File: config.mk
export PLATFORM = sky130hd
export DESIGN_NAME = sdsel_top
export DESIGN_NICKNAME = d
export VERILOG_FILES = /design/src/pkg/sdsel_pkg.sv /design/src/hdl/sdsel_chan.sv /design/src/hdl/sdsel_top.sv
export SDC_FILE = /design/constraint.sdc
export NUM_CORES = 1
export LEC_CHECK = 0
export ABC_CLOCK_PERIOD_IN_PS = 2440
export CORE_ASPECT_RATIO = 0.9
export CORE_MARGIN = 1.5
export CORE_UTILIZATION = 49
export CTS_CLUSTER_DIAMETER = 60
export DETAILED_ROUTE_END_ITERATION = 8
export DONT_BUFFER_PORTS = 1
export PLACE_DENSITY = 0.66
export SLEW_MARGIN = 20
export SYNTH_ARGS = -nofsm -noshare
export SYNTH_HDL_FRONTEND = slang
export SYNTH_SLANG_ARGS = --single-unit
File: constraint.sdc
create_clock -name clk -period 2.44 [get_ports clk]
set_input_delay 0.244 -clock clk [delete_from_list [all_inputs] [get_ports clk]]
set_output_delay 0.244 -clock clk [all_outputs]
set_load 0.01 [all_outputs]
File: src/pkg/sdsel_pkg.sv
// Constants and types for the diagnosis sense selector
package sdsel_pkg;
    localparam int NUM_CHAN = 4;
    localparam int CLK_FREQ_MHZ = 20;
    // Fault hold time in microseconds
    localparam int FAULT_HOLD_US = 500;
    localparam int FAULT_HOLD_CYC = FAULT_HOLD_US * CLK_FREQ_MHZ;
    // Counter clear delay in microseconds, value arbitrary
    localparam int CLEAR_DELAY_US = 1000;
    localparam int CLEAR_DELAY_CYC = CLEAR_DELAY_US * CLK_FREQ_MHZ;
    localparam int RETRY_LIMIT = 8;

    // Register byte addresses
    localparam logic [7:0] REG_CTRL = 8'h00;
    localparam logic [7:0] REG_STATUS = 8'h04;
    localparam logic [7:0] REG_IRQ_STAT = 8'h08;
    localparam logic [7:0] REG_IRQ_MASK = 8'h0c;
    localparam logic [7:0] REG_FAULT_SET = 8'h10;
    localparam logic [7:0] REG_LEVEL = 8'h14;

    // Control field positions
    localparam int CTRL_EN_BIT = 0;
    localparam int CTRL_SEL_LSB = 1;
    localparam int CTRL_ON_LSB = 4;
    localparam int CTRL_OL_LSB = 8;
    localparam int CTRL_RUN_LSB = 12;
    localparam logic [31:0] CTRL_RESET = 32'h0000_0000;
    localparam logic [31:0] MASK_RESET = 32'h0000_0000;

    localparam logic [1:0] AXI_OKAY = 2'h0;
    localparam logic [1:0] AXI_DECERR = 2'h3;

    // Sense pin level encoding, fault outranks the others
    typedef enum logic [2:0] {
        SDSEL_HIZ = 3'h0,
        SDSEL_PROP = 3'h1,
        SDSEL_LEAK = 3'h3,
        SDSEL_OPEN = 3'h2,
        SDSEL_FAULT = 3'h6
    } sdsel_level_t;
endpackage : sdsel_pkg
File: src/hdl/sdsel_chan.sv
// Per-channel fault memory and fault hold timing
`timescale 1ns/10ps
`default_nettype none
module sdsel_chan
    import sdsel_pkg::*;
#(
    parameter int HOLD_CYC = FAULT_HOLD_CYC,
    parameter int CLEAR_CYC = CLEAR_DELAY_CYC,
    parameter int LIMIT = RETRY_LIMIT
) (
    input wire logic clk,
    input wire logic srst,
    input wire logic fault_evt,
    input wire logic chan_on,
    input wire logic retry_run,
    input wire logic den_pulse,
    output logic cnt_zero,
    output logic fault_show,
    output logic at_limit
);
    logic [7:0] retries_q;
    logic [31:0] hold_q;
    logic [31:0] clr_q;
    logic on_q;
    logic run_q;

    assign cnt_zero = (retries_q == 8'h00);
    assign at_limit = (retries_q >= 8'(LIMIT));

    always_ff @(posedge clk) begin
        if (srst || den_pulse || (clr_q == 32'(CLEAR_CYC) && !cnt_zero)) begin
            retries_q <= 8'h00;
        end else if (fault_evt && !at_limit) begin
            retries_q <= retries_q + 8'h01;
        end
    end

    // Clear delay runs while off and no fault
    always_ff @(posedge clk) begin
        if (srst || fault_evt || cnt_zero || chan_on) begin
            clr_q <= 32'h0;
        end else if (clr_q != 32'(CLEAR_CYC)) begin
            clr_q <= clr_q + 32'h1;
        end
    end

    // hold restarts each time the channel may restart
    always_ff @(posedge clk) begin
        on_q <= srst ? 1'b0 : chan_on;
        run_q <= srst ? 1'b0 : retry_run;
        if (srst) begin
            hold_q <= 32'h0;
        end else if (chan_on && (fault_evt || ((!on_q || (run_q && !retry_run)) && !cnt_zero))) begin
            hold_q <= 32'(HOLD_CYC);
        end else if (hold_q != 32'h0) begin
            hold_q <= hold_q - 32'h1;
        end
    end

    always_comb begin
        fault_show = 1'b0;
        if (!cnt_zero) begin
            if (!chan_on || retry_run || at_limit || hold_q != 32'h0) begin
                fault_show = 1'b1;
            end
        end
    end
endmodule : sdsel_chan
`default_nettype wire

File: src/hdl/sdsel_top.sv
// Diagnosis sense selector with AXI4-Lite registers
// Operation
// - Proportional sense only when on, below threshold, enabled, no fault.
// - Hard failure present or uncleared drives fault level.
// - Retry counter off reset shows fault for selected enabled channel while off, retrying, at limit or in hold time.
// - On with retries under limit, fault held for hold time after restart.
// - Fault reported while retry timer runs.
// - At retry limit fault held until clear delay or enable pulse.
// - Off with counter not reset reports fault.
// - Off, enabled, selected: open-load level when voltage at or below threshold.
// - Open-load and fault levels never overlap.
// - Enable low puts sense pin in high impedance.
// - Enable high routes channel chosen by two binary select bits.
// - Fault hold time typically 500 microseconds.
`timescale 1ns/10ps
`default_nettype none
module sdsel_top
    import sdsel_pkg::*;
#(
    parameter int HOLD_CYC = FAULT_HOLD_CYC,
    parameter int CLEAR_CYC = CLEAR_DELAY_CYC,
    parameter int LIMIT = RETRY_LIMIT
) (
    input wire logic clk,
    input wire logic srst,
    input wire logic [7:0] s_axi_awaddr,
    input wire logic s_axi_awvalid,
    output logic s_axi_awready,
    input wire logic [31:0] s_axi_wdata,
    input wire logic [3:0] s_axi_wstrb,
    input wire logic s_axi_wvalid,
    output logic s_axi_wready,
    output logic [1:0] s_axi_bresp,
    output logic s_axi_bvalid,
    input wire logic s_axi_bready,
    input wire logic [7:0] s_axi_araddr,
    input wire logic s_axi_arvalid,
    output logic s_axi_arready,
    output logic [31:0] s_axi_rdata,
    output logic [1:0] s_axi_rresp,
    output logic s_axi_rvalid,
    input wire logic s_axi_rready,
    output logic [2:0] diag_sense_level,
    output logic diag_sense_oe,
    output logic irq
);
    logic [31:0] ctrl_q;
    logic [31:0] mask_q;
    logic [3:0] stat_q;
    logic [7:0] awaddr_q;
    logic [31:0] wdata_q;
    logic [3:0] wstrb_q;
    logic aw_have_q;
    logic w_have_q;
    logic [NUM_CHAN-1:0] fault_evt;
    logic [NUM_CHAN-1:0] cnt_zero;
    logic [NUM_CHAN-1:0] fault_show;
    logic [NUM_CHAN-1:0] at_limit;
    logic [NUM_CHAN-1:0] at_limit_q;
    logic den_q;
    logic den_pulse;
    logic wr_go;
    logic [31:0] wmask;
    logic diag_enable_pin;
    logic chan_select_bit0;
    logic chan_select_bit1;
    logic [1:0] sel;
    logic [NUM_CHAN-1:0] chan_on;
    logic [NUM_CHAN-1:0] ol_below;
    logic [NUM_CHAN-1:0] retry_run;
    sdsel_level_t level_d;
    logic [NUM_CHAN-1:0][2:0] chan_level;
    logic aw_take;
    logic w_take;
    logic ar_take;
    logic wr_ctrl;
    logic wr_mask;
    logic wr_stat;
    logic wr_fault;
    logic [NUM_CHAN-1:0] stat_set;
    logic [1:0] bresp_d;
    logic [31:0] rdata_d;
    logic [1:0] rresp_d;

    assign diag_enable_pin = ctrl_q[CTRL_EN_BIT];
    assign chan_select_bit0 = ctrl_q[CTRL_SEL_LSB];
    assign chan_select_bit1 = ctrl_q[CTRL_SEL_LSB+1];
    assign sel = {chan_select_bit1, chan_select_bit0};
    assign chan_on = ctrl_q[CTRL_ON_LSB +: NUM_CHAN];
    assign ol_below = ctrl_q[CTRL_OL_LSB +: NUM_CHAN];
    assign retry_run = ctrl_q[CTRL_RUN_LSB +: NUM_CHAN];
    assign wr_go = aw_have_q && w_have_q && !s_axi_bvalid;
    assign aw_take = s_axi_awvalid && s_axi_awready;
    assign w_take = s_axi_wvalid && s_axi_wready;
    assign ar_take = s_axi_arvalid && s_axi_arready;

    // One strobe per register keeps the address decode in one place
    assign wr_ctrl = wr_go && (awaddr_q == REG_CTRL);
    assign wr_mask = wr_go && (awaddr_q == REG_IRQ_MASK);
    // Only lane 0 holds status bits
    assign wr_stat = wr_go && (awaddr_q == REG_IRQ_STAT) && wstrb_q[0];
    assign wr_fault = wr_go && (awaddr_q == REG_FAULT_SET);

    genvar g;
    generate
        for (g = 0; g < 4; g++) begin : g_lane
            assign wmask[g*8 +: 8] = wstrb_q[g] ? 8'hff : 8'h00;
        end
    endgenerate

    // Fault injection stands in for the protection logic
    assign fault_evt = wr_fault ? wdata_q[NUM_CHAN-1:0] : '0;
    // Enable falling edge counts as the reset pulse
    assign den_pulse = den_q && !diag_enable_pin;

    always_ff @(posedge clk) begin
        den_q <= srst ? 1'b0 : diag_enable_pin;
    end

    generate
        for (g = 0; g < NUM_CHAN; g++) begin : g_chan
            sdsel_chan #(
                .HOLD_CYC(HOLD_CYC),
                .CLEAR_CYC(CLEAR_CYC),
                .LIMIT(LIMIT)
            ) u_chan (
                .clk(clk),
                .srst(srst),
                .fault_evt(fault_evt[g]),
                .chan_on(chan_on[g]),
                .retry_run(retry_run[g]),
                .den_pulse(den_pulse),
                .cnt_zero(cnt_zero[g]),
                .fault_show(fault_show[g]),
                .at_limit(at_limit[g])
            );
        end
    endgenerate

    // Per-channel level, fault on top
    generate
        for (g = 0; g < NUM_CHAN; g++) begin : g_level
            always_comb begin
                if (fault_show[g]) begin
                    chan_level[g] = SDSEL_FAULT;
                end else if (chan_on[g]) begin
                    chan_level[g] = ol_below[g] ? SDSEL_PROP : SDSEL_LEAK;
                end else if (ol_below[g]) begin
                    chan_level[g] = SDSEL_OPEN;
                end else begin
                    chan_level[g] = SDSEL_HIZ;
                end
            end
        end
    endgenerate

    // Selected channel onto the pin
    always_comb begin
        if (!diag_enable_pin) begin
            level_d = SDSEL_HIZ;
        end else begin
            level_d = sdsel_level_t'(chan_level[sel]);
        end
    end

    always_ff @(posedge clk) begin
        if (srst) begin
            diag_sense_level <= SDSEL_HIZ;
            diag_sense_oe <= 1'b0;
        end else begin
            diag_sense_level <= level_d;
            diag_sense_oe <= (level_d != SDSEL_HIZ);
        end
    end

    // Write channel capture, address and data in either order
    always_ff @(posedge clk) begin
        if (srst) begin
            aw_have_q <= 1'b0;
            w_have_q <= 1'b0;
            awaddr_q <= 8'h00;
            wdata_q <= 32'h0;
            wstrb_q <= 4'h0;
        end else begin
            if (aw_take) begin
                aw_have_q <= 1'b1;
                awaddr_q <= s_axi_awaddr;
            end else if (wr_go) begin
                aw_have_q <= 1'b0;
            end
            if (w_take) begin
                w_have_q <= 1'b1;
                wdata_q <= s_axi_wdata;
                wstrb_q <= s_axi_wstrb;
            end else if (wr_go) begin
                w_have_q <= 1'b0;
            end
        end
    end

    always_ff @(posedge clk) begin
        if (srst) begin
            s_axi_awready <= 1'b0;
            s_axi_wready <= 1'b0;
        end else begin
            // Ready stays low while a word waits, so one write at a time
            s_axi_awready <= !aw_have_q && !aw_take && !s_axi_bvalid;
            s_axi_wready <= !w_have_q && !w_take && !s_axi_bvalid;
        end
    end

    always_ff @(posedge clk) begin
        if (srst) begin
            s_axi_bvalid <= 1'b0;
            s_axi_bresp <= AXI_OKAY;
        end else if (wr_go) begin
            s_axi_bvalid <= 1'b1;
            s_axi_bresp <= bresp_d;
        end else if (s_axi_bready) begin
            s_axi_bvalid <= 1'b0;
        end
    end

    // Status and level are read-only, so writes to them are refused
    always_comb begin
        case (awaddr_q)
            REG_CTRL, REG_IRQ_STAT, REG_IRQ_MASK, REG_FAULT_SET: begin
                bresp_d = AXI_OKAY;
            end
            default: begin
                bresp_d = AXI_DECERR;
            end
        endcase
    end

    always_ff @(posedge clk) begin
        if (srst) begin
            ctrl_q <= CTRL_RESET;
        end else if (wr_ctrl) begin
            ctrl_q <= (ctrl_q & ~wmask) | (wdata_q & wmask);
        end
    end

    always_ff @(posedge clk) begin
        if (srst) begin
            mask_q <= MASK_RESET;
        end else if (wr_mask) begin
            mask_q <= (mask_q & ~wmask) | (wdata_q & wmask);
        end
    end

    // Event: channel reaches its retry limit
    always_ff @(posedge clk) begin
        if (srst) begin
            at_limit_q <= '0;
        end else begin
            at_limit_q <= at_limit;
        end
    end
    assign stat_set = at_limit & ~at_limit_q;

    // Sticky per channel; a set in the clearing cycle wins
    generate
        for (g = 0; g < NUM_CHAN; g++) begin : g_stat
            always_ff @(posedge clk) begin
                if (srst) begin
                    stat_q[g] <= 1'b0;
                end else if (stat_set[g]) begin
                    stat_q[g] <= 1'b1;
                end else if (wr_stat && wdata_q[g]) begin
                    stat_q[g] <= 1'b0;
                end
            end
        end
    endgenerate

    // Level interrupt, one cycle behind status and mask
    always_ff @(posedge clk) begin
        irq <= srst ? 1'b0 : |(stat_q & mask_q[3:0]);
    end

    // Read mux; unmapped words answer with a decode error
    always_comb begin
        rdata_d = 32'h0;
        rresp_d = AXI_OKAY;
        case (s_axi_araddr)
            REG_CTRL: begin
                rdata_d = ctrl_q;
            end
            REG_STATUS: begin
                rdata_d = {20'h0, at_limit, fault_show, cnt_zero};
            end
            REG_IRQ_STAT: begin
                rdata_d = {28'h0, stat_q};
            end
            REG_IRQ_MASK: begin
                rdata_d = mask_q;
            end
            // Event register reads back as zero
            REG_FAULT_SET: begin
                rdata_d = 32'h0;
            end
            REG_LEVEL: begin
                rdata_d = {28'h0, diag_sense_oe, diag_sense_level};
            end
            default: begin
                rresp_d = AXI_DECERR;
            end
        endcase
    end

    // Read channel, one cycle answer
    always_ff @(posedge clk) begin
        if (srst) begin
            s_axi_arready <= 1'b0;
            s_axi_rvalid <= 1'b0;
            s_axi_rdata <= 32'h0;
            s_axi_rresp <= AXI_OKAY;
        end else begin
            s_axi_arready <= !s_axi_rvalid && !ar_take;
            if (ar_take) begin
                s_axi_rvalid <= 1'b1;
                s_axi_rdata <= rdata_d;
                s_axi_rresp <= rresp_d;
            end else if (s_axi_rready) begin
                s_axi_rvalid <= 1'b0;
            end
        end
    end
endmodule : sdsel_top
`default_nettype wire

[After elaboration in Yosys (flattened, before gate mapping)]
Cells that the tools add are included.
Storage, ports and cells
  bits in registers: 461
  bits in latches: 0
  bits in writable memories: 0
  ROM bits: 0
  input bits: 59
  output and inout port bits: 46
  word-level logic and storage cells: 283
  memories: 0
Operators by class
  add/subtract/negate cells: 12
  multipliers: 0
  div/mod/pow operators: 0
  order comparisons: 5
  equality and inequality tests: 16
  shift-type cells: 0
  muxes and demuxes: 58
  bitwise gates (word level): 9
  reduce and logical (&&, ||, !) cells: 135
Operators with widths (number)
  one-hot mux 32 bit (5 select lines): 1
  adder 32 x 1 -> 32 bit, second input constant: 4
  equality test 32 x 15 -> 1 bit, second input constant: 4
  inequality test 32 x 15 -> 1 bit, second input constant: 4
  nonzero test 32 bit: 4
  subtractor 32 x 1 -> 32 bit, second input constant: 4
  two-way mux 14 bit: 8
  AND 32 bit: 3
  OR 32 bit: 2
  logical NOT 8 bit: 6
  logical AND 1 bit: 40
  logical OR 1 bit: 37
  adder 8 x 1 -> 8 bit, second input constant: 4
  equality test 8 x 4 -> 1 bit, second input constant: 4
  >= comparator 8 x 4 -> 1 bit, second input constant: 4
  two-way mux 8 bit: 4
  inverter 32 bit: 1
  logical NOT 1 bit: 28
  two-way mux 2 bit: 14
  equality test 8 x 5 -> 1 bit, second input constant: 3
  nonzero test 2 bit: 12
  two-way mux 1 bit: 23
  two-way mux 3 bit: 6
  AND 4 bit: 2
  9 further kinds: 13

[Depth between registers and ports, before layout]
  depth in word-level cells: 11
  mapped depth: 10
  mapped depth without buffers: 8

[Cells and area by module]
Synthesis repeated with hierarchy kept, for this count alone.
Unflattened totals
  cells, all modules: 2348
  area total of the unflattened synthesis: 20644.8 um2
Modules (own cells, without submodules)
  sdsel_chan (g_chan[1].u_chan ...): times used 3, cells each 414, area an instance 3549.7 um2, seq. area each 1481.4 um2
  sdsel_top: times used 1, cells each 695, area an instance 6488.7 um2, seq. area each 3263.1 um2
  sdsel_chan (g_chan[0].u_chan): times used 1, cells each 411, area an instance 3507.1 um2, seq. area each 1481.4 um2

[Worst setup path before layout]
No wires, ideal clock.
  kind: register to register
  start: reg g_chan[1].u_chan.hold_q[4]
  end: reg g_chan[1].u_chan.hold_q[4]
  library setup time: 0.133 ns
  arrival time: 2.232 ns
  data required time: 2.307 ns
  setup slack: 0.074 ns
  stages on the path, launching flop included: 8
  buffers on the path: 1
  period minus slack after synthesis: 2.366 ns
  cell sequence: dfxtp_1 > or4_4 > or4_4 > or4_4 > buf_6 > nand2_1 > xor2_1 > a21oi_1
On the way
  longest elaborated chain between the ends: 3
  elaborated cells on any way between the ends: 5
  classes of those cells: add/sub (1); mux (2); reduce/logical (2)
Ends and longest elaborated chain
  start, declared: line sdsel_chan.sv:22  | logic [31:0] hold_q;
  start signal, assigned: line sdsel_chan.sv:54  | hold_q <= 32'(HOLD_CYC);
  start signal, assigned: line sdsel_chan.sv:56  | hold_q <= hold_q - 32'h1;
  subtractor 32 x 1 -> 32 bit: line sdsel_chan.sv:56
  two-way mux 14 bit: line sdsel_chan.sv:55  | end else if (hold_q != 32'h0) begin
  two-way mux 14 bit: line sdsel_chan.sv:53  | end else if (chan_on && (fault_evt || ((!on_q || (run_q && !retry_run)) && !cnt_zero))) begin
Parallel ways exist; a longest one is shown, timed or not. The select of a mux whose other input is x is not followed.
A chain may end at the register's enable or synchronous reset.

[Worst setup path in the final report]
  start: reg g_chan[1].u_chan.hold_q[18]
  end: reg g_chan[1].u_chan.hold_q[10]
On the way
  longest elaborated chain between the ends: 2
Ends and longest elaborated chain (line)
  nonzero test 32 bit: sdsel_chan.sv:55
  nonzero test 2 bit (no source line)
No other way between the ends.

==> summary.md <==
| Metric | Value |
|---|---|
| DR WL/cell | 16.0 um |
| Largest net degree at the start of global routing | 200 |
| Share of layout cells above drive strength 1 | 9.27% |
| Post-Syn Instances | 2371 |
| Slew @ Worst Pin | 0.746 ns |
| Final Hold Vio Count | 85 |
| Area Growth Syn to Fin | 19.7% |
| Logic gate share of total power | 34.2% |
| Switching Share | 34.4% |
| Reg power frac | 36.7% |
| Antenna violations before repair | 0 |
| Slowest-stage cell, CP | or4_4 |
| Placer congestion estimate | 0.851 |
| Reg2reg setup slack | -0.006 ns |
| R2R depth | 6 |
| Grt ovf | 0 |
| Status | finished, violations left |
| Worst hold path type | in2reg |
| Clock sink count | 459 |
| Top-Level Pins | 105 |
| Synthesis warning total | 0 |
| Final setup viols | 1 |
| Worst-path fanout max | 11 |
| Vias/cell | 5.52 |
| Fin crit share | 100% |
| CTS Buf Count | 48 |
| Die Ht | 195 um |
| FF-to-FF End | g_chan[1].u_chan.hold_q[10] |
| Clk_skew | 0.0198 ns |
| Crit-path max cell delay | 0.60 ns |
| CP startpoint kind | flip-flop |
| Unique masters post-synth | 69 |
| Worst hold start | srst |
| Synth Area per Inst | 8.46 um2 |
| Hold path endpoint | g_chan[3].u_chan.hold_q[13] |
| Hold_ws | -0.236 ns |
| Total Power | 25400 uW |
| Seq/Total Area, Yosys | 45.8% |
| Synth async-reset ratio | 0% |
| Net Sw Power | 8740 uW |
| Hold depth | 1 |
| Tmin final | 2.45 ns |
| Die X | 216 um |
| Clock share of power | 29.1% |
| Top_reg_cell synth | dfxtp_1 |
| Worst R2R Start | g_chan[1].u_chan.hold_q[18] |
| ANT nets after route | 0 |
| Pwr per Cell Area | 1060 mW/mm2 |
| Die ar. | 0.0422 mm2 |
| Detailed-route via count | 17100 |
| Violated checks | hold timing, setup timing |
| Net count, final | 2607 |
| Initial Util | 49.5% |
| CTS max path bufs | 3 |
| Starting DRT DRC Count | 1117 |
| Max-cap viol count | 0 |
| Router iterations before antenna repair | 5 |
| Number of synthesized flops with an enable pin | 0 |
| Number of global-route vias before repair | 16300 |
| DP Area | 0.0212 mm2 |
| Critical Path RT | 2.91 ns |
| Port-buffer cells | 0 |
| Arrival @ worst endpoint | 2.92 ns |
| Leak Pwr | 0.00870 uW |
| CTS tree | done |
| Slew headroom | 50.2% |
| Internal power | 16700 uW |
| DP HPWL | 32500 um |
| Setup Crit Path Kind | reg2reg |
| Kind of cell adding the most delay to the critical path | simple AND/OR/NAND/NOR gates |
| CP Cell Sequence | or4_4, or4_4, or4_4, nand4b_1, xor2_1, a21oi_1 |
| Final Max Tran Viols | 0 |
| Drt total wl | 49400 um |
| RSZ-0062 raised after global routing | true |
| Syn_nets | 2454 |
| Worst Setup End Kind | flip-flop |
| VDD IR max | 0.630 mV |
| Drt drc | 0 |
| Cell mode on critical path | or4_4 |
| CP Buf/Inv Count | 0 |
| Core area | 0.0406 mm2 |
| H-tree levels | 2 |
| Clk Latency, worst-skew pair | 0.60 ns |
| FF+latch count, synth | 459 |
| Core Rows | 70 |
| Total global-route track usage | 23.1% |
| Worst Slack Setup Final | -0.00623 ns |
| Finished Cell Area | 0.0240 mm2 |
| Post-Synthesis Cell Area | 0.0201 mm2 |
| Clk slew on worst S/H paths | 0.06 ns |
| First-pass GRT wire length | 81400 um |
| Ant. Diodes | 0 |
| Fmax | 409 MHz |
| Hold_buf cts | 116 |
| CTS root buffer | clkbuf_16 |
per-layer routing:
layer / part of all wire [%] / track usage, % / up-vias / routed length, um
li1: - / - / 8520 / -
met1: 46 / 30.8 / 8116 / 22600
met2: 46 / 37.7 / 392 / 22700
met3: 6.4 / 5.75 / 67 / 3180
met4: 1.9 / 5.79 / 0 / 931
met5: 0 / 0 / - / 0
timing repair:
item                                    CTS  global route
endpoints found under the hold margin   186            94
resized for setup                         0            23
endpoints found under the setup margin    0           107
setup buffers                             0             2
worst max-delay path by stage:
stage                                startpoint                           to  slack, ns  cells past startpoint
floorplan            g_chan[1].u_chan.hold_q[4]   g_chan[1].u_chan.hold_q[4]       0.07                      7
detailed placement                  awaddr_q[0]                    flip-flop       0.02                      7
global placement    g_chan[1].u_chan.hold_q[18]   g_chan[1].u_chan.hold_q[8]       0.05                      6
finish              g_chan[1].u_chan.hold_q[18]  g_chan[1].u_chan.hold_q[10]     -0.006                      6
CTS                 g_chan[1].u_chan.hold_q[18]  g_chan[1].u_chan.hold_q[22]       0.01                      6
global route        g_chan[1].u_chan.hold_q[18]  g_chan[1].u_chan.hold_q[23]      -0.09                      7
stage by stage:
| stage | setup TNS [ns] | utilization (%) | worst slack, ns | instances |
|---|---|---|---|---|
| finish | -0.00623 | 59.2 | -0.00623 | 3097 |
| global route | -0.980 | 59.2 | -0.0867 | 3097 |
| CTS | 0 | 59.0 | 0.0111 | 3095 |
| detailed placement | 0 | 52.2 | 0.0202 | 2896 |
| global placement | 0 | 52.2 | 0.0549 | 2896 |
| floorplan | 0 | - | 0.0744 | 2371 |
power by group through the flow:
stage	registers (uW)	logic, uW	clock network, uW
detailed placement	9460	8260	0
global placement	9430	8040	0
CTS	9320	8420	7550
global route	9480	9690	7850
floorplan	9310	6230	0
finish	9350	8700	7400
synth_stat cells (24+ instances only):
cell type	count	share of area [%]
dfxtp_1	459	46
nor2_1	345	6.5
nand2_1	265	5.0
a21oi_1	176	4.4
nand3_1	130	3.2
xor2_1	126	5.5
xnor2_1	103	4.5
clkbuf_1	77	1.4
nor3_1	68	1.7
nand4_1	65	2.0
nor4_1	59	1.8
inv_1	47	0.88
or3_1	35	1.1
o21ai_0	33	0.82
and2_1	30	0.94
a22oi_1	28	1.0
a22o_1	25	1.1
and3_1	25	0.78
ha_1	24	1.5
worst reg2reg max path, cell delays in order, from the launching register on:
cell and delay (ns):
dfxtp_2 0.33, or4_4 0.53, or4_4 0.48, or4_4 0.60
nand4b_1 0.16, xor2_1 0.16, a21oi_1 0.07
kinds of logic (layout without fill, tap and decap cells):
family,Yosys count,in the layout,synth area share [%]
AND/OR/NAND/NOR,1166,1166,29.0
flip-flops,459,459,45.8
AO/OA/AOI/OAI,314,314,9.37
XOR/XNOR,229,229,9.99
buffers and inverters,158,344,3.20
adder cells (fa/ha/maj),24,24,1.50
multiplexers,21,21,1.13
final cells by class:
class | count | area (um2)
inverters | 47 | 176
flip-flops and latches | 459 | 9190
well taps | 540 | 676
fillers | 3502 | 16500
clock buffers | 69 | 1370
repair buffers | 214 | 2050
multi-input cells | 1754 | 10400
clock inverters | 14 | 210
placed cells by master (no fill, tap or decap), types with 28 or more instances in the layout:
cell type and n:
nand2_1 263, o21ai_0 33, or3_1 34, dlygate4sd3_1 116
xor2_1 126, nand3_1 130, a21oi_1 176, xnor2_1 103
nand4_1 65, inv_1 47, clkbuf_16 48, nor4_1 54
a22oi_1 28, nor3_1 66, dfxtp_1 457, and2_1 29
buf_4 86, nor2_1 343
Note: power is estimated with default switching activity, not from simulation.
